$ cat config.mk
export PLATFORM = sky130hd
export DESIGN_NAME = seg_command_guard
export DESIGN_NICKNAME = d
export VERILOG_FILES = /design/src/pkg/seg_pkg.sv /design/src/pkg/seg_pins_if.sv /design/src/logic/seg_command_guard.sv /design/src/logic/seg_write_timer.sv
export VERILOG_INCLUDE_DIRS = /design/src /design/src/pkg
export SDC_FILE = /design/constraint.sdc
export NUM_CORES = 1
export LEC_CHECK = 0
export ABC_CLOCK_PERIOD_IN_PS = 2800
export BUFFER_PORTS_ARGS = -buffer_cell sky130_fd_sc_hd__buf_2
export CAP_MARGIN = 25
export CORE_MARGIN = 3
export CORE_UTILIZATION = 25
export DETAILED_ROUTE_END_ITERATION = 7
export SETUP_SLACK_MARGIN = 0.5
export SYNTH_ARGS = -nofsm -noshare
export SYNTH_HDL_FRONTEND = slang
export SYNTH_SLANG_ARGS = --single-unit
$ cat constraint.sdc
create_clock -name mclk -period 2.8 [get_ports mclk]
set_input_delay 0.56 -clock mclk [delete_from_list [all_inputs] [get_ports mclk]]
set_output_delay 0.56 -clock mclk [all_outputs]
set_load 0.01 [all_outputs]
$ cat src/pkg/seg_regs.svh
// timing counts, opcodes and status bit positions of the command guard
`ifndef SEG_REGS_SVH
`define SEG_REGS_SVH
`define SEG_OP_WRITE_ENABLE_CODE 8'h06
`define SEG_OP_WRDI_CODE 8'h04
`define SEG_OP_RDSTAT_CODE 8'h05
`define SEG_OP_WRSTAT_CODE 8'h01
`define SEG_OP_READ_CODE 8'h03
`define SEG_OP_WRITE_CODE 8'h02
`define SEG_STAT_BUSY_BIT 0
`define SEG_STAT_LATCH_BIT 1
`define SEG_WRITE_TIME_US 5
`define SEG_CLK_MHZ 40
`define SEG_WRITE_CYCLES (`SEG_WRITE_TIME_US * `SEG_CLK_MHZ)
`define SEG_OPCODE_BITS 8
`define SEG_ADDR_BITS 16
`endif

$ cat src/pkg/seg_pkg.sv
// types of the command guard
package seg_pkg;
    typedef enum logic [2:0] {
        SEG_CMD_NONE,
        SEG_CMD_WRITE_ENABLE,
        SEG_CMD_WRDI,
        SEG_CMD_RDSTAT,
        SEG_CMD_WRSTAT,
        SEG_CMD_READ,
        SEG_CMD_WRITE,
        SEG_CMD_BAD
    } seg_cmd_t;
    typedef enum logic [1:0] {
        SEG_POR,
        SEG_WAIT_SELECT,
        SEG_READY
    } seg_power_t;
endpackage

$ cat src/pkg/seg_pins_if.sv
// start and busy handshake between the guard and its write timer
`timescale 1ns/1ps
interface seg_timer_if;
    logic start;
    logic busy;
    modport guard (output start, input busy);
    modport timer (input start, output busy);
endinterface

$ cat src/logic/seg_command_guard.sv
// power-up and command acceptance guard of a serial eeprom
`timescale 1ns/1ps
`include "seg_regs.svh"
module seg_command_guard
    import seg_pkg::*;
#(
    parameter int WriteCycles = `SEG_WRITE_CYCLES
)
(
    // clock and reset
    input wire logic mclk,
    input wire logic reset,
    // supply monitor
    input wire logic supplyOk,
    // serial pins
    input wire logic chipSelectN,
    input wire logic serialClk,
    input wire logic serialIn,
    output logic serialOut,
    output logic serialOutEn,
    // status and memory side
    output logic [7:0] statusByte,
    output logic writeStart,
    output logic arrayWriteGo,
    output logic statusWriteGo,
    output logic arrayReadGo,
    output logic standby
);
    // ==========================================================
    // opcode decode
    function automatic seg_cmd_t decode_op(input logic [7:0] op);
        unique case (op)
            `SEG_OP_WRITE_ENABLE_CODE: decode_op = SEG_CMD_WRITE_ENABLE;
            `SEG_OP_WRDI_CODE: decode_op = SEG_CMD_WRDI;
            `SEG_OP_RDSTAT_CODE: decode_op = SEG_CMD_RDSTAT;
            `SEG_OP_WRSTAT_CODE: decode_op = SEG_CMD_WRSTAT;
            `SEG_OP_READ_CODE: decode_op = SEG_CMD_READ;
            `SEG_OP_WRITE_CODE: decode_op = SEG_CMD_WRITE;
            default: decode_op = SEG_CMD_BAD;
        endcase
    endfunction

    // ==========================================================
    // state
    typedef struct packed {
        logic [1:0] csSync;
        logic [1:0] sckSync;
        logic [1:0] siSync;
        logic [1:0] pwrSync;
        logic csPrev;
        logic sckPrev;
        seg_power_t power;
        seg_cmd_t cmd;
        logic [7:0] shift;
        logic [15:0] bitCount;
        logic writeEnableLatch;
        logic [7:0] outShift;
        logic outEn;
        logic out;
        logic start;
        logic arrayGo;
        logic statGo;
        logic readGo;
        logic pendingClear;
    } seg_guard_state_t;
    seg_guard_state_t st_q;
    seg_guard_state_t st_d;
    seg_timer_if tmr();
    logic csRise;
    logic csFall;
    logic sckRise;
    logic sckFall;
    logic busy;
    logic [7:0] shiftNext;
    logic frameOk;
    assign busy = tmr.busy;
    assign csRise = st_q.csSync[1] & ~st_q.csPrev;
    assign csFall = ~st_q.csSync[1] & st_q.csPrev;
    assign sckRise = st_q.sckSync[1] & ~st_q.sckPrev;
    assign sckFall = ~st_q.sckSync[1] & st_q.sckPrev;
    assign shiftNext = {st_q.shift[6:0], st_q.siSync[1]};

    // ==========================================================
    // next state
    always_comb
    begin
        st_d = st_q;
        st_d.csSync = {st_q.csSync[0], chipSelectN};
        st_d.sckSync = {st_q.sckSync[0], serialClk};
        st_d.siSync = {st_q.siSync[0], serialIn};
        st_d.pwrSync = {st_q.pwrSync[0], supplyOk};
        st_d.csPrev = st_q.csSync[1];
        st_d.sckPrev = st_q.sckSync[1];
        st_d.start = 1'b0;
        st_d.arrayGo = 1'b0;
        st_d.statGo = 1'b0;
        st_d.readGo = 1'b0;
        frameOk = 1'b0;
        // write enable latch drops once the internal write has finished;
        // busy only rises the cycle after start, so start must hold it off
        if (st_q.pendingClear && !busy && !st_q.start)
        begin
            st_d.writeEnableLatch = 1'b0;
            st_d.pendingClear = 1'b0;
        end
        unique case (st_q.power)
            SEG_POR:
            begin
                st_d.writeEnableLatch = 1'b0;
                st_d.outEn = 1'b0;
                st_d.cmd = SEG_CMD_NONE;
                st_d.bitCount = 16'h0000;
                st_d.pendingClear = 1'b0;
                if (st_q.pwrSync[1])
                    st_d.power = SEG_WAIT_SELECT;
            end
            SEG_WAIT_SELECT:
            begin
                if (csFall)
                    st_d.power = SEG_READY;
            end
            SEG_READY:
            begin
                if (csFall)
                begin
                    st_d.cmd = SEG_CMD_NONE;
                    st_d.bitCount = 16'h0000;
                    st_d.outEn = 1'b0;
                end
                else if (!st_q.csSync[1] && sckRise && st_q.cmd != SEG_CMD_BAD)
                begin
                    st_d.shift = shiftNext;
                    st_d.bitCount = st_q.bitCount + 16'h0001;
                    if (st_q.bitCount == 16'(`SEG_OPCODE_BITS - 1))
                    begin
                        st_d.cmd = decode_op(shiftNext);
                        if (busy && decode_op(shiftNext) != SEG_CMD_RDSTAT)
                            st_d.cmd = SEG_CMD_BAD;
                        if (decode_op(shiftNext) == SEG_CMD_RDSTAT)
                        begin
                            st_d.outShift = statusByte;
                            st_d.outEn = 1'b1;
                        end
                        if (decode_op(shiftNext) == SEG_CMD_BAD)
                            st_d.outEn = 1'b0;
                    end
                    if (st_q.cmd == SEG_CMD_READ
                        && st_q.bitCount == 16'(`SEG_OPCODE_BITS + `SEG_ADDR_BITS - 1))
                    begin
                        st_d.readGo = 1'b1;
                        st_d.outEn = 1'b1;
                    end
                end
                else if (!st_q.csSync[1] && sckFall && st_q.outEn)
                begin
                    st_d.out = st_q.outShift[7];
                    st_d.outShift = {st_q.outShift[6:0], st_q.outShift[7]};
                end
                if (csRise)
                begin
                    st_d.outEn = 1'b0;
                    unique case (st_q.cmd)
                        SEG_CMD_WRITE_ENABLE:
                            if (st_q.bitCount == 16'(`SEG_OPCODE_BITS))
                                st_d.writeEnableLatch = 1'b1;
                        SEG_CMD_WRDI:
                            if (st_q.bitCount == 16'(`SEG_OPCODE_BITS))
                                st_d.writeEnableLatch = 1'b0;
                        SEG_CMD_WRSTAT:
                        begin
                            frameOk = st_q.bitCount == 16'(2 * `SEG_OPCODE_BITS);
                            if (frameOk && st_q.writeEnableLatch)
                            begin
                                st_d.start = 1'b1;
                                st_d.statGo = 1'b1;
                                st_d.pendingClear = 1'b1;
                            end
                        end
                        SEG_CMD_WRITE:
                        begin
                            frameOk = st_q.bitCount
                                >= 16'(2 * `SEG_OPCODE_BITS + `SEG_ADDR_BITS)
                                && st_q.bitCount[2:0] == 3'h0;
                            if (frameOk && st_q.writeEnableLatch)
                            begin
                                st_d.start = 1'b1;
                                st_d.arrayGo = 1'b1;
                                st_d.pendingClear = 1'b1;
                            end
                        end
                        default:
                        begin
                        end
                    endcase
                    st_d.cmd = SEG_CMD_NONE;
                end
            end
        endcase
        if (!st_q.pwrSync[1])
        begin
            st_d.power = SEG_POR;
            st_d.start = 1'b0;
            st_d.arrayGo = 1'b0;
            st_d.statGo = 1'b0;
        end
    end

    always_ff @(posedge mclk)
    begin
        if (reset)
        begin
            st_q <= '0;
            st_q.csSync <= 2'h3;
            st_q.csPrev <= 1'b1;
            st_q.power <= SEG_POR;
            st_q.cmd <= SEG_CMD_NONE;
        end
        else
            st_q <= st_d;
    end

    // ==========================================================
    // internal write timer
    assign tmr.start = st_q.start;
    seg_write_timer #(.WriteCycles(WriteCycles)) u_timer (
        .mclk(mclk),
        .reset(reset),
        .tmr(tmr)
    );

    // ==========================================================
    // outputs
    always_comb
    begin
        statusByte = 8'h00;
        statusByte[`SEG_STAT_BUSY_BIT] = busy;
        statusByte[`SEG_STAT_LATCH_BIT] = st_q.writeEnableLatch;
    end
    assign serialOut = st_q.out;
    assign serialOutEn = st_q.outEn & ~st_q.csSync[1];
    assign writeStart = st_q.start;
    assign arrayWriteGo = st_q.arrayGo;
    assign statusWriteGo = st_q.statGo;
    assign arrayReadGo = st_q.readGo;
    assign standby = st_q.power != SEG_POR;
endmodule // seg_command_guard

$ cat src/logic/seg_write_timer.sv
// self-timed internal write cycle counter
`timescale 1ns/1ps
`include "seg_regs.svh"
module seg_write_timer
    import seg_pkg::*;
#(
    parameter int WriteCycles = `SEG_WRITE_CYCLES
)
(
    // clock and reset
    input wire logic mclk,
    input wire logic reset,
    // control
    seg_timer_if.timer tmr
);
    // the counter is 16 bits wide
    if (WriteCycles < 1 || WriteCycles > 65535)
    begin : gen_bad_cycles
        $error("WriteCycles out of range");
    end
    typedef struct packed {
        logic busy;
        logic [15:0] count;
    } seg_tmr_state_t;
    seg_tmr_state_t st_q;
    seg_tmr_state_t st_d;
    always_comb
    begin
        st_d = st_q;
        if (st_q.busy)
        begin
            // programming continues whatever happens on the pins
            if (st_q.count == 16'h0001)
                st_d.busy = 1'b0;
            st_d.count = st_q.count - 16'h0001;
        end
        else if (tmr.start)
        begin
            st_d.busy = 1'b1;
            st_d.count = 16'(WriteCycles);
        end
    end
    always_ff @(posedge mclk)
    begin
        if (reset)
            st_q <= '0;
        else
            st_q <= st_d;
    end
    assign tmr.busy = st_q.busy;
endmodule // seg_write_timer

=== After elaboration in Yosys (flattened, before gate mapping) ===
Cells that the tools add are included.

* Reduce and logical (&&, ||, !) cells: 33
* Bitwise operators: 16
* Magnitude comparators: 1
* Muxes and demuxes: 43
* Add/subtract/negate cells: 2
* Equal/unequal tests: 30

{| class="wikitable"
|+ Operator list
! operator !! count
|-
| 17-bit two-way mux || 2
|-
| 17-bit case mux with 2 select lines || 1
|-
| 16-bit by 5-bit equality test with 1-bit output, second input constant || 2
|-
| 27-bit two-way mux || 1
|-
| 8-bit by 3-bit equality test with 1-bit output, second input constant || 3
|-
| 3-bit two-way mux || 8
|-
| 9-bit two-way mux || 2
|-
| 3-bit case mux with 6 select lines || 1
|-
| 16-bit by 1-bit adder with 16-bit output, second input constant || 1
|-
| 16-bit by 1-bit equality test with 1-bit output, second input constant || 1
|-
| 16-bit by 3-bit equality test with 1-bit output, second input constant || 1
|-
| 16-bit by 4-bit equality test with 1-bit output, second input constant || 1
|-
| 8-bit by 2-bit equality test with 1-bit output, second input constant || 2
|-
| 16-bit by 6-bit greater-or-equal comparator with 1-bit output, second input constant || 1
|-
| 1-bit two-way mux || 16
|-
| 16-bit two-way mux || 1
|-
| 8-bit two-way mux || 2
|-
| 16-bit by 1-bit subtractor with 16-bit output, second input constant || 1
|-
| 3-bit equality test, second input constant || 4
|-
| 1-bit logical AND || 11
|-
| 1-bit NOT || 11
|-
| 1-bit case mux with 2 select lines || 5
|-
| 2-bit nonzero test || 5
|-
| 5-bit OR reduction || 2
|-
| other kinds (25) || 40
|}

* Word-level logic and storage cells: 146
* Bits of input ports: 6
* Output and inout bits: 15
* Register bits after elaboration: 72

=== Depth between registers and ports, before layout ===
Gate-level depths: netlist (run 1).

* Word-level depth: 16
* Gate-level depth with buffers: 8
* Gate-level depth less buffers: 7

=== Hierarchy ===
From an unflattened synthesis (run 1), not the netlist that was laid out.

* Cell total of the unflattened synthesis: 424
* Area total of the unflattened synthesis: 3601.0 um2

{| class="wikitable"
|+ By module, submodules not included
! module !! area an instance (um2) !! seq. area each (um2) !! cells each !! instances
|-
| seg_command_guard || 2651.3 || 1081.0 || 317 || 1
|-
| seg_write_timer || 949.7 || 340.3 || 107 || 1
|}

=== Least setup slack after synthesis (run 1) ===
Ideal clock, no wire load.

* Kind: register -> register
* Start: reg st_q, in the netlist shiftNext[4]
* End: reg st_q[7] in the netlist's numbering
* Buffers on the path: 1
* Arrival time: 2302 ps
* Library setup time: 132 ps
* Stages on the path, launching flop included: 7
* Slack: 366 ps
* Clock period less this slack: 2434 ps
* Required time: 2668 ps
* Path through: dfxtp_1 > or4_1 > or4bb_1 > or4_1 > clkbuf_1 > a21oi_1 > nor3_1

* Longest elaborated chain between the ends: 9
* Elaborated cells on any way between the ends: 14
* Those cells by class: 8 x eq/ne; 5 x mux; 1 x reduce/logical

{| class="wikitable"
|+ RTL lines
! element !! line !! source
|-
| start: declaration || seg_command_guard.sv:66 || <nowiki>seg_guard_state_t st_q;</nowiki>
|-
| start signal: assignment || seg_command_guard.sv:219 || <nowiki>st_q <= st_d;</nowiki>
|-
| 8-bit by 2-bit equality test with 1-bit output, or another cell as far along || seg_command_guard.sv:32 || <nowiki>unique case (op)</nowiki>
|-
| 3-bit case mux with 6 select lines * || seg_command_guard.sv:32 ||
|-
| 3-bit two-way mux * || seg_command_guard.sv:134 || <nowiki>if (st_q.bitCount == 16'(`SEG_OPCODE_BITS - 1))</nowiki>
|-
| 3-bit two-way mux * || seg_command_guard.sv:130 || <nowiki>else if (!st_q.csSync[1] && sckRise && st_q.cmd != SEG_CMD_BAD)</nowiki>
|-
| 3-bit two-way mux * || seg_command_guard.sv:124 || <nowiki>if (csFall)</nowiki>
|-
| 3-bit two-way mux * || seg_command_guard.sv:106 || <nowiki>unique case (st_q.power)</nowiki>
|-
| 3-bit by 2-bit equality test with 1-bit output * || seg_command_guard.sv:139 || <nowiki>if (decode_op(shiftNext) == SEG_CMD_RDSTAT)</nowiki>
|-
| 2-bit by 1-bit inequality test with 1-bit output (no line) * || - ||
|-
| 5-bit AND reduction (no line) * || - ||
|}

Mark *: on every way between the ends. The rest lies on a longest branch, timed or not. The select of a mux whose other input is x is not followed.
A chain may end at the register's enable or synchronous reset.

=== Final worst setup path (run 1) ===
* Start: reg st_q, in the netlist shiftNext[5]
* End: reg st_q[12] in the netlist's numbering

Same word-level chain as after synthesis.

==> metrics.md, run 1 <==
| Metric | Value |
|---|---|
| Post-synth EDFFs | `0` |
| Power per Cell Area | `509 mW/mm^2` |
| HP Class | `flip-flop to flip-flop` |
| Die Y | `roughly 120 um` |
| Worst-Margin Slew | `0.580 ns` |
| Routed WL | `between 8 and 9 mm` |
| Core area | `0.0129 mm^2` |
| Via density | `5.09` |
| Leakage | `1.41 nW` |
| GRT Overall Usage | `0.116` |
| Slew Viols, Final | `0` |
| Peak supply drop | `284 uV` |
| DRT iter0 DRCs | `234` |
| Drt first pass iters | `4` |
| Die ar. | `0.0150 mm^2` |
| Hold path depth | `1` |
| Final core utilization | `0.320` |
| H-tree level count | `3` |
| Detail Placement HPWL | `between 5 and 6 mm` |
| Synth Flop Type | `dfxtp_1` |
| Syn avg cell area | `8.41 um^2` |
| Num CTS Buffers | `9` |
| Worst reg2reg startpoint | `shiftNext[5]` |
| R2r setup slk | `0.41 ns` |
| Fin. Hold Viols | `0` |
| Crit share post-route | `0.852` |
| Sequential fraction of the synthesis area | `0.419` |
| Share of the synthesized area in the top cell type | `0.419` |
| Remaining DRCs | `0` |
| Final net count | `between 400 and 500` |
| Top cells by count, synth | `dfxtp_1 (71), nand2_1 (39), nor2_1 (38)` |
| Status | `finished, final reports clean` |
| Unique masters post-synth | `56` |
| Max frequency | `419 MHz` |
| Buffers on Ports | `14` |
| Hold path start | `st_d[54]` |
| Reg clk slew, reported paths | `0.05 ns` |
| Worst setup SP type | `flip-flop` |
| Wire per inst | `13.6 um` |
| RSZ-0062 raised after global routing | `yes` |
| Hold Slack | `0.409 ns` |
| Critical Path RT | `3.01 ns` |
| Via count | `3086` |
| Syn Inst Count | `a little over 400` |
| WHS Endpoint | `st_d[46]` |
| WS Path Type | `flip-flop to flip-flop` |
| Io pins | `21` |
| Critical path capture point type | `flip-flop` |
| Vias in the first global route | `3004` |
| Count leader, synth | `dfxtp_1` |
| Crit Reg-Reg Endpoint | `st_q[12]` |
| Ranking of synthesized cells by area | `dfxtp_1 (42%), a21oi_1 (5.5%), nand2_1 (4.3%)` |
| Asr flop ratio synth | `0` |
| Final WS setup | `roughly 0.41 ns` |
| Power Total | `2.11 mW` |
| Min Tclk post-route | `2.39 ns` |
| Clk sinks | `a little over 70` |
| CTS tree | `done` |
| Max FO, Critical Path | `6` |
| Detail Route Antenna Nets | `0` |
| Ys Warns | `0` |
| Initial antenna violation count | `0` |
| Routability congestion estimate | `0.881` |
| Die extent in x | `123 um` |
| Initial Util | `0.263` |
| Critical Path AT | `2.59 ns` |
| Clock skew | `between 0.006 and 0.007 ns` |
| Clk_lat worst skew | `0.33 ns` |
| Row cnt | `41` |
| Synth area leader | `dfxtp_1` |
| # hold bufs at CTS | `0` |
| Area Overhead vs Synth | `21.9%` |
| Synthesized cell area | `0.00340 mm^2` |
| First-pass GRT wire length | `roughly 14 mm` |
| Setup Viol. Count Final | `0` |
| Bufs on Longest Clock Path | `2` |
| Slew headroom | `0.612` |
| Pre-CTS setup slack | `0.264 ns` |
| Largest net degree at the start of global routing | `31` |
| Global route overflow | `0` |
| #FFs+latches synth | `71` |
| Layout cell share with drive strength beyond 1 | `0.221` |
| Setup TNS | `0 ns` |
| CTS root buffer | `clkbuf_16` |
| Max-cap viol count | `0` |
| R2R depth | `6` |
| ANT cells | `0` |
## final cells by class
cell class                 count  area (um^2)
clock inverter                 1         5.00
timing repair buffer          38          254
fill                        1343         8790
clock buffer                  13          260
tap                          172          215
sequential                    71         1430
inverter                      11         41.3
multi-input combinational    300         1930
## per-layer routing
metal / wire, um / track usage / vias to the layer above
met4: 182 / 0.0420 / 0
met3: 463 / 0.0350 / 20
met2: 3950 / 0.196 / 95
li1: - / - / 1509
met1: 3640 / 0.139 / 1462
met5: 0 / 0 / -
## placed cells by master, fill, tap and decap left out, types with 3 or more instances in the layout
cell       instances
o211ai_1          11
nand2_1           39
o31ai_1            4
inv_1             11
and4_1             3
a21oi_2            3
nand3_2            6
a21oi_1           34
or4_1              4
mux2_2             5
ha_1               5
xnor2_1            6
a311oi_1           4
nor4_1             8
nor3b_1            6
nand4b_1           3
nor2b_1           16
dfxtp_2            8
buf_2             14
o21ai_0            9
nor3_1            14
clkbuf_16          9
conb_1             6
buf_4             23
nand2b_1           3
or2_2              6
nand3_1            9
nor2_1            38
dfxtp_1           63
nand4_1            4
or3_1              5
or4_4              5
## through the flow
| step | cell area, um^2 | instances |
|---|---|---|
| after CTS | 4100 | 604 |
| final | 4140 | 606 |
| after global placement | 3700 | 580 |
| after floorplan | 3460 | 409 |
| after global routing | 4140 | 606 |
| after detailed placement | 3700 | 580 |
## logic make-up after synthesis
kind of cell,Yosys count,synth area share
and+or+nand+nor,187,0.299
xor gates and xnor gates,6,0.0155
muxes,7,0.0225
buffers and inverters,38,0.0512
DFF,71,0.419
AOI/OAI and AO/OA,88,0.170
adders and majority gates,6,0.0221
other,1,0.00110
## report_power, final
part           internal (mW)  switching (mW)
Sequential              1.02         0.00508
Combinational         0.0138          0.0304
Clock                  0.637           0.403
## worst max-delay path by stage
stage,startpoint,end,cells after the start
floorplan,st_q[23],st_q[6],6
finish,shiftNext[5],st_q[12],6
global placement,st_q[16],st_q[9],7
global route,shiftNext[5],st_q[12],6
detailed placement,st_q[23],st_q[6],5
CTS,st_q[25],st_q[14],6
## sequential cells by signal, summed over array words and instances (netlist names)
name              flops
arrayReadGo           1
arrayWriteGo          1
serialOut             1
shiftNext             8
st_d                  6
st_q                 34
statusByte            1
statusWriteGo         1
u_timer.st_q         16
u_timer.tmr.busy      1
writeStart            1
## critical path, cell delays in order, from the launching register on
cell and delay [ns]:
dfxtp_2 0.32, or4_4 0.55, or4bb_4 0.56, or4_4 0.55, buf_6 0.16, nand3_2 0.05, a21oi_1 0.08
## what timing repair did
| action | 4_1_cts | 5_1_grt |
|---|---|---|
| setup buffers | 10 | 2 |
| pin swaps | 15 | 6 |
| endpoints found under the hold margin | 0 | 0 |
| endpoints found under the setup margin | 17 | 15 |
| resized for setup | 18 | 6 |
Note: power is estimated with default switching activity, not from simulation.
==> run 2, diff against run 1 <==
--- a/config.mk
+++ b/config.mk
@@ -12,7 +12,8 @@
 export CORE_MARGIN = 3
 export CORE_UTILIZATION = 25
 export DETAILED_ROUTE_END_ITERATION = 7
-export SETUP_SLACK_MARGIN = 0.5
+export REMOVE_ABC_BUFFERS = 1
+export SETUP_SLACK_MARGIN = 0.3
 export SYNTH_ARGS = -nofsm -noshare
 export SYNTH_HDL_FRONTEND = slang
 export SYNTH_SLANG_ARGS = --single-unit
==> run 2 against run 1 <==
Against the previous run:
- core utilization fell by 1.1 points
- critical path type unchanged
- cell area shrank 3.3%
- global-route usage fell by 0.75 points
- largest cell class unchanged
- clock skew hardly changed
- die area unchanged
- clock power up 19%
- highest routed layer unchanged
- maximum frequency is 3.2% lower
- sequential power about the same
==> metrics.md, run 2 (synthesized netlist as in run 1, its figures left out) <==
| Metric | Value |
|---|---|
| Commonest cells after routing, fill and taps aside | `dfxtp_1 (69), nand2_1 (39), nor2_1 (38) (was dfxtp_1 (63), nand2_1 (39), nor2_1 (38))` |
| Critical path capture point type | `flip-flop (unchanged)` |
| Register area | `0.00142 mm^2 (was 0.00143 mm^2)` |
| Detail Placement HPWL | `5.56 mm (was 5.73 mm)` |
| Setup TNS | `0 ns (unchanged)` |
| Core area | `0.0129 mm^2 (unchanged)` |
| Commonest non-fill, non-tap cell in the layout | `dfxtp_1 (unchanged)` |
| CTS root buffer | `clkbuf_16 (unchanged)` |
| Remaining DRCs | `0 (unchanged)` |
| Area Overhead vs Synth | `17.9% (was 21.9%)` |
| Peak supply drop | `194 uV (was 284 uV)` |
| Min Tclk post-route | `2.46 ns (was 2.39 ns)` |
| Routability congestion estimate | `0.860 (was 0.881)` |
| Reg clk slew, reported paths | `0.06 ns (was 0.05 ns)` |
| WS Path Type | `flip-flop to flip-flop (unchanged)` |
| Critical Path AT | `2.71 ns (was 2.59 ns)` |
| Internal power | `1.86 mW (was 1.67 mW)` |
| Fin. Hold Viols | `0 (unchanged)` |
| Vias in the first global route | `2793 (was 3004)` |
| Crit-path max cell delay | `0.58 ns (was 0.56 ns)` |
| H-tree level count | `3 (unchanged)` |
| Pre-CTS setup slack | `0.194 ns (was 0.264 ns)` |
| Global route overflow | `0 (unchanged)` |
| Crit share post-route | `0.880 (was 0.852)` |
| Die Y | `123 um (unchanged)` |
| Combinational Power Share | `0.019 (was 0.021)` |
| Critical Path RT | `3.04 ns (was 3.01 ns)` |
| Final WS setup | `0.336 ns (was 0.414 ns)` |
| Worst-Margin Slew | `0.876 ns (was 0.580 ns)` |
| Buffers on Ports | `14 (unchanged)` |
| Wire per inst | `13.2 um (was 13.6 um)` |
| Status | `finished, final reports clean (unchanged)` |
| Hold path depth | `2 (was 1)` |
| HP Class | `input port to flip-flop (was flip-flop to flip-flop)` |
| CTS tree | `done (unchanged)` |
| Footprint of the multi-input gates | `0.00185 mm^2 (was 0.00193 mm^2)` |
| Clk pwr share | `0.538 (was 0.494)` |
| Power per Cell Area | `575 mW/mm^2 (was 509 mW/mm^2)` |
| Critical path's slowest cell | `or4_4 (was or4bb_4)` |
| Final net count | `429 (was 443)` |
| Crit path cell chain | `or4_4 > or4b_4 > or3_4 > a311o_1 > o31ai_1 (was or4_4 > or4bb_4 > or4_4 > buf_6 > nand3_2 > a21oi_1)` |
| Bufs on Longest Clock Path | `2 (unchanged)` |
| Register with the most flip-flops | `st_q (unchanged)` |
| Row cnt | `41 (unchanged)` |
| Setup Viol. Count Final | `0 (unchanged)` |
| Clk_lat worst skew | `0.33 ns (about the same)` |
| Clock skew | `0.00720 ns (was 0.00672 ns)` |
| Via count | `2997 (was 3086)` |
| Register share of total power | `0.444 (was 0.485)` |
| Slew Viols, Final | `0 (unchanged)` |
| Via density | `5.05 (was 5.09)` |
| Largest net degree at the start of global routing | `44 (was 31)` |
| Initial antenna violation count | `0 (unchanged)` |
| Sw frac | `0.193 (was 0.208)` |
| Max-cap viol count | `0 (unchanged)` |
| Drt first pass iters | `4 (unchanged)` |
| Leakage | `1.36 nW (was 1.41 nW)` |
| Layout cell share with drive strength beyond 1 | `0.152 (was 0.221)` |
| P_sw | `0.443 mW (was 0.438 mW)` |
| Clk sinks | `71 (unchanged)` |
| Io pins | `21 (unchanged)` |
| First-pass GRT wire length | `13.1 mm (was 14.0 mm)` |
| Num CTS Buffers | `9 (unchanged)` |
| Initial Util | `0.263 (unchanged)` |
| Routed WL | `7.82 mm (was 8.24 mm)` |
| Die ar. | `0.0150 mm^2 (unchanged)` |
| Detail Route Antenna Nets | `0 (unchanged)` |
| Die extent in x | `123 um (unchanged)` |
| CP Depth | `5 (was 6)` |
| Family with the most delay on the worst path | `simple AND/OR/NAND/NOR gates (unchanged)` |
| Worst setup SP type | `flip-flop (unchanged)` |
| R2R depth | `5 (was 6)` |
| GRT Overall Usage | `0.108 (was 0.116)` |
| ANT cells | `0 (unchanged)` |
| RSZ-0062 raised after global routing | `yes (unchanged)` |
| Slew headroom | `0.410 (was 0.612)` |
| Max FO, Critical Path | `6 (unchanged)` |
| Max frequency | `406 MHz (was 419 MHz)` |
| # fillers | `1355 (was 1343)` |
| WP buf/inv | `0 (was 1)` |
| Max reg flops | `34 (unchanged)` |
| DRT iter0 DRCs | `226 (was 234)` |
[run 2: repair_timing]
item	4_1_cts	5_1_grt
buffers inserted	0	1
hold buffers	0	0
gates resized for setup	4	6
pin swaps	1	2
setup endpoints to repair	9	16
[run 2: layer usage]
metal  wire, um  vias up  global-route usage  part of all wire
met5          0        -                   0                 0
met4         80        0              0.0476             0.010
met2       3760       66               0.174              0.48
li1           -     1490                   -                 -
met3        385        6              0.0355             0.049
met1       3590     1435               0.133              0.46
[run 2: layout make-up]
class,count,area share
multi-input cells,300,0.463
clock inverters,3,0.0163
well taps,172,0.0538
repair buffers,24,0.0363
flip-flops and latches,71,0.356
inverters,11,0.0103
clock buffers,13,0.0650
[run 2: power by group through the flow]
stage | Combinational, mW | Sequential, mW | Clock [mW]
floorplan | 0.0178 | 1.04 | 0
global placement | 0.0419 | 1.04 | 0
detailed placement | 0.0425 | 1.04 | 0
CTS | 0.0427 | 1.02 | 1.26
global route | 0.0480 | 1.02 | 1.30
finish | 0.0427 | 1.02 | 1.24
[run 2: through the flow]
step | power, mW | utilization | area (um^2) | hold WS, ns | std cells
global placement | 1.08 | 0.281 | 3630 | 0.398 | 577
global route | 2.37 | 0.310 | 4000 | 0.406 | 594
floorplan | 1.06 | - | 3280 | 0.389 | 382
finish | 2.30 | 0.310 | 4000 | 0.418 | 594
CTS | 2.33 | 0.307 | 3970 | 0.406 | 593
detailed placement | 1.09 | 0.281 | 3630 | 0.419 | 577
[run 2: path summary, 6_finish.rpt]
path | startpoint | slack, ns | to
setup / recovery | st_q[27] | 0.34 | st_q[6]
hold / removal | chipSelectN | 0.42 | st_d[54]
setup reg to reg | st_q[27] | 0.34 | st_q[6]
hold reg to reg | st_d[54] | 0.42 | st_d[46]
[run 2: worst reg2reg max path: cells and delay by family, from the launching register on]
family          cells  cell delay (ns)
flops               1             0.33
compound gates      2             0.53
simple gates        3             1.51
==> run 3, diff against run 2 <==
--- a/config.mk
+++ b/config.mk
@@ -10,8 +10,10 @@
 export BUFFER_PORTS_ARGS = -buffer_cell sky130_fd_sc_hd__buf_2
 export CAP_MARGIN = 25
 export CORE_MARGIN = 3
-export CORE_UTILIZATION = 25
+export CORE_UTILIZATION = 60
+export CTS_CLUSTER_SIZE = 25
 export DETAILED_ROUTE_END_ITERATION = 7
+export PLACE_DENSITY = 0.79
 export REMOVE_ABC_BUFFERS = 1
 export SETUP_SLACK_MARGIN = 0.3
 export SYNTH_ARGS = -nofsm -noshare
==> run 3 against run 2 <==
Against the previous run:
- sequential power about the same
- clock skew down 0.0024 ns
- wire length down 6.2%
- non-clock buffer count unchanged
- register-to-register slack better by 0.03 ns
- combinational power up 2%
- clock power down 37%
- setup slack better by 0.034 ns
- maximum frequency up 1.4%
- die area down 56%
- sequential cell count unchanged
==> metrics.md, run 3 (synthesized netlist as in run 1, its figures left out) <==
| Metric | Value |
|---|---|
| WS Path Type | `flip-flop to flip-flop (unchanged)` |
| Wire per inst | `14.9 um (was 13.2 um)` |
| Clock skew | `0.00485 ns (was 0.00720 ns)` |
| Bufs on Longest Clock Path | `2 (unchanged)` |
| Setup Fix Bufs, Post-CTS | `0 (unchanged)` |
| First-pass GRT wire length | `11.9 mm (was 13.1 mm)` |
| Critical Path AT | `2.65 ns (was 2.71 ns)` |
| # fillers | `419 (was 1355)` |
| Routed WL | `7.34 mm (was 7.82 mm)` |
| Initial antenna violation count | `0 (unchanged)` |
| CTS root buffer | `clkbuf_8 (was clkbuf_16)` |
| Via density | `6.12 (was 5.05)` |
| Hold Slack | `0.394 ns (was 0.418 ns)` |
| Die Y | `81.2 um (was 123 um)` |
| # hold bufs at CTS | `0 (unchanged)` |
| Final core utilization | `0.708 (was 0.310)` |
| Status | `finished, final reports clean (unchanged)` |
| Num CTS Buffers | `9 (unchanged)` |
| Internal power | `1.45 mW (was 1.86 mW)` |
| Worst setup SP type | `flip-flop (unchanged)` |
| Worst-Margin Slew | `0.845 ns (was 0.876 ns)` |
| Clk_lat worst skew | `0.34 ns (was 0.33 ns)` |
| Row cnt | `26 (was 41)` |
| Pre-CTS setup slack | `0.203 ns (was 0.194 ns)` |
| ANT cells | `0 (unchanged)` |
| Remaining DRCs | `0 (unchanged)` |
| Crit Reg-Reg Endpoint | `st_q[8] (was st_q[6])` |
| Final net count | `429 (unchanged)` |
| Combinational Power Share | `0.024 (was 0.019)` |
| Max FO, Critical Path | `8 (was 6)` |
| Global route overflow | `0 (unchanged)` |
| Commonest cells after routing, fill and taps aside | `dfxtp_1 (66), nand2_1 (39), nor2_1 (38) (was dfxtp_1 (69), nand2_1 (39), nor2_1 (38))` |
| WHS Endpoint | `st_d[54] (unchanged)` |
| Leakage | `1.31 nW (was 1.36 nW)` |
| DRT iter0 DRCs | `217 (was 226)` |
| Die ar. | `0.00660 mm^2 (was 0.0150 mm^2)` |
| Critical Path RT | `3.02 ns (was 3.04 ns)` |
| GRT Overall Usage | `0.232 (was 0.108)` |
| Max reg flops | `34 (unchanged)` |
| Slew headroom | `0.431 (was 0.410)` |
| Clk pwr share | `0.423 (was 0.538)` |
| Register area | `0.00143 mm^2 (was 0.00142 mm^2)` |
| Initial Util | `0.640 (was 0.263)` |
| Buffers on Ports | `14 (unchanged)` |
| Crit share post-route | `0.868 (was 0.880)` |
| P_sw | `0.398 mW (was 0.443 mW)` |
| Routability congestion estimate | `0.870 (was 0.860)` |
| Slew Viols, Final | `0 (unchanged)` |
| Register with the most flip-flops | `st_q (unchanged)` |
| Reg clk slew, reported paths | `0.07 ns (was 0.06 ns)` |
| Footprint of the multi-input gates | `0.00186 mm^2 (was 0.00185 mm^2)` |
| Area Overhead vs Synth | `10.6% (was 17.9%)` |
| Register share of total power | `0.553 (was 0.444)` |
| Hold path depth | `2 (unchanged)` |
| Detail Route Antenna Nets | `0 (unchanged)` |
| Detail Placement HPWL | `4.95 mm (was 5.56 mm)` |
| Sw frac | `0.216 (was 0.193)` |
| Die extent in x | `81.2 um (was 123 um)` |
| Commonest non-fill, non-tap cell in the layout | `dfxtp_1 (unchanged)` |
| Via count | `3009 (was 2997)` |
| Worst reg2reg startpoint | `shiftNext[4] (was st_q[27])` |
| H-tree level count | `3 (unchanged)` |
| Layout cell share with drive strength beyond 1 | `0.166 (was 0.152)` |
| Hold path start | `chipSelectN (unchanged)` |
| R2r setup slk | `0.37 ns (was 0.34 ns)` |
| Setup TNS | `0 ns (unchanged)` |
| Max frequency | `411 MHz (was 406 MHz)` |
| Vias in the first global route | `2627 (was 2793)` |
| Placement Cell Area | `0.00351 mm^2 (was 0.00363 mm^2)` |
| Clk sinks | `71 (unchanged)` |
| RSZ-0062 raised after global routing | `no (was yes)` |
| Power per Cell Area | `491 mW/mm^2 (was 575 mW/mm^2)` |
| Core area | `0.00530 mm^2 (was 0.0129 mm^2)` |
| Min Tclk post-route | `2.43 ns (was 2.46 ns)` |
| Final WS setup | `0.370 ns (was 0.336 ns)` |
| Setup Viol. Count Final | `0 (unchanged)` |
| CTS tree | `done (unchanged)` |
| Largest net degree at the start of global routing | `37 (was 44)` |
| HP Class | `input port to flip-flop (unchanged)` |
| Max-cap viol count | `0 (unchanged)` |
| Final instance area | `0.00376 mm^2 (was 0.00400 mm^2)` |
| R2R depth | `5 (unchanged)` |
| Critical path capture point type | `flip-flop (unchanged)` |
| Io pins | `21 (unchanged)` |
| Drt first pass iters | `4 (unchanged)` |
| Fin. Hold Viols | `0 (unchanged)` |
| Peak supply drop | `376 uV (was 194 uV)` |
-- run 3: cell types whose count changed in the layout (fill, tap and decap cells not counted), sizes merged --
| cell | before | now |
|---|---|---|
| clkinvlp | 0 | 1 |
| clkbuf | 13 | 14 |
| bufinv | 2 | 0 |
-- run 3: routing by layer --
| layer | up-vias | track usage | share of wire |
|---|---|---|---|
| li1 | 1488 | - | - |
| met1 | 1427 | 0.308 | 0.47 |
| met2 | 85 | 0.357 | 0.45 |
| met3 | 9 | 0.0732 | 0.059 |
| met4 | 0 | 0.0794 | 0.015 |
| met5 | - | 0 | 0 |
-- run 3: cell type report --
cell class	instances	share of cell area
flip-flops and latches	71	0.380
inverters	11	0.0110
multi-input cells	300	0.495
clock buffers	14	0.0486
clock inverters	2	0.00333
well taps	70	0.0233
repair buffers	24	0.0386
-- run 3: worst max-delay path, stage by stage (launching register included) --
cell and delay (ns):
dfxtp_1 0.33, or4_4 0.57, or4bb_4 0.57, or4_4 0.60
a21oi_1 0.18, nor3_1 0.06
-- run 3: power groups by stage --
stage          logic (mW)  registers [mW]  clock network (mW)
2_1_floorplan      0.0178            1.04                   0
3_3_place_gp       0.0423            1.04                   0
3_5_place_dp       0.0426            1.04                   0
4_1_cts            0.0431            1.02               0.794
5_1_grt            0.0495            1.02               0.841
6_report           0.0435            1.02               0.781
-- run 3: what timing repair did --
item	CTS	global route
setup endpoints to repair	9	17
pin swaps	1	5
resized for setup	3	12
-- run 3: worst max-delay path by stage --
stage,start,endpoint,slack [ns],depth (start not counted)
after floorplan,st_d[46],st_q[7],0.32,7
after global placement,shiftNext[4],st_q[8],0.24,5
after detailed placement,st_q[16],st_q[8],0.20,6
after CTS,st_q[16],st_q[8],0.31,6
after global routing,st_q[16],st_q[8],0.30,6
final,shiftNext[4],st_q[8],0.37,5
-- run 3: through the flow --
stage                     power [mW]  cells
after floorplan                 1.06    382
after global placement          1.09    476
after detailed placement        1.09    476
after CTS                       1.86    492
after global routing            1.91    492
final                           1.85    492
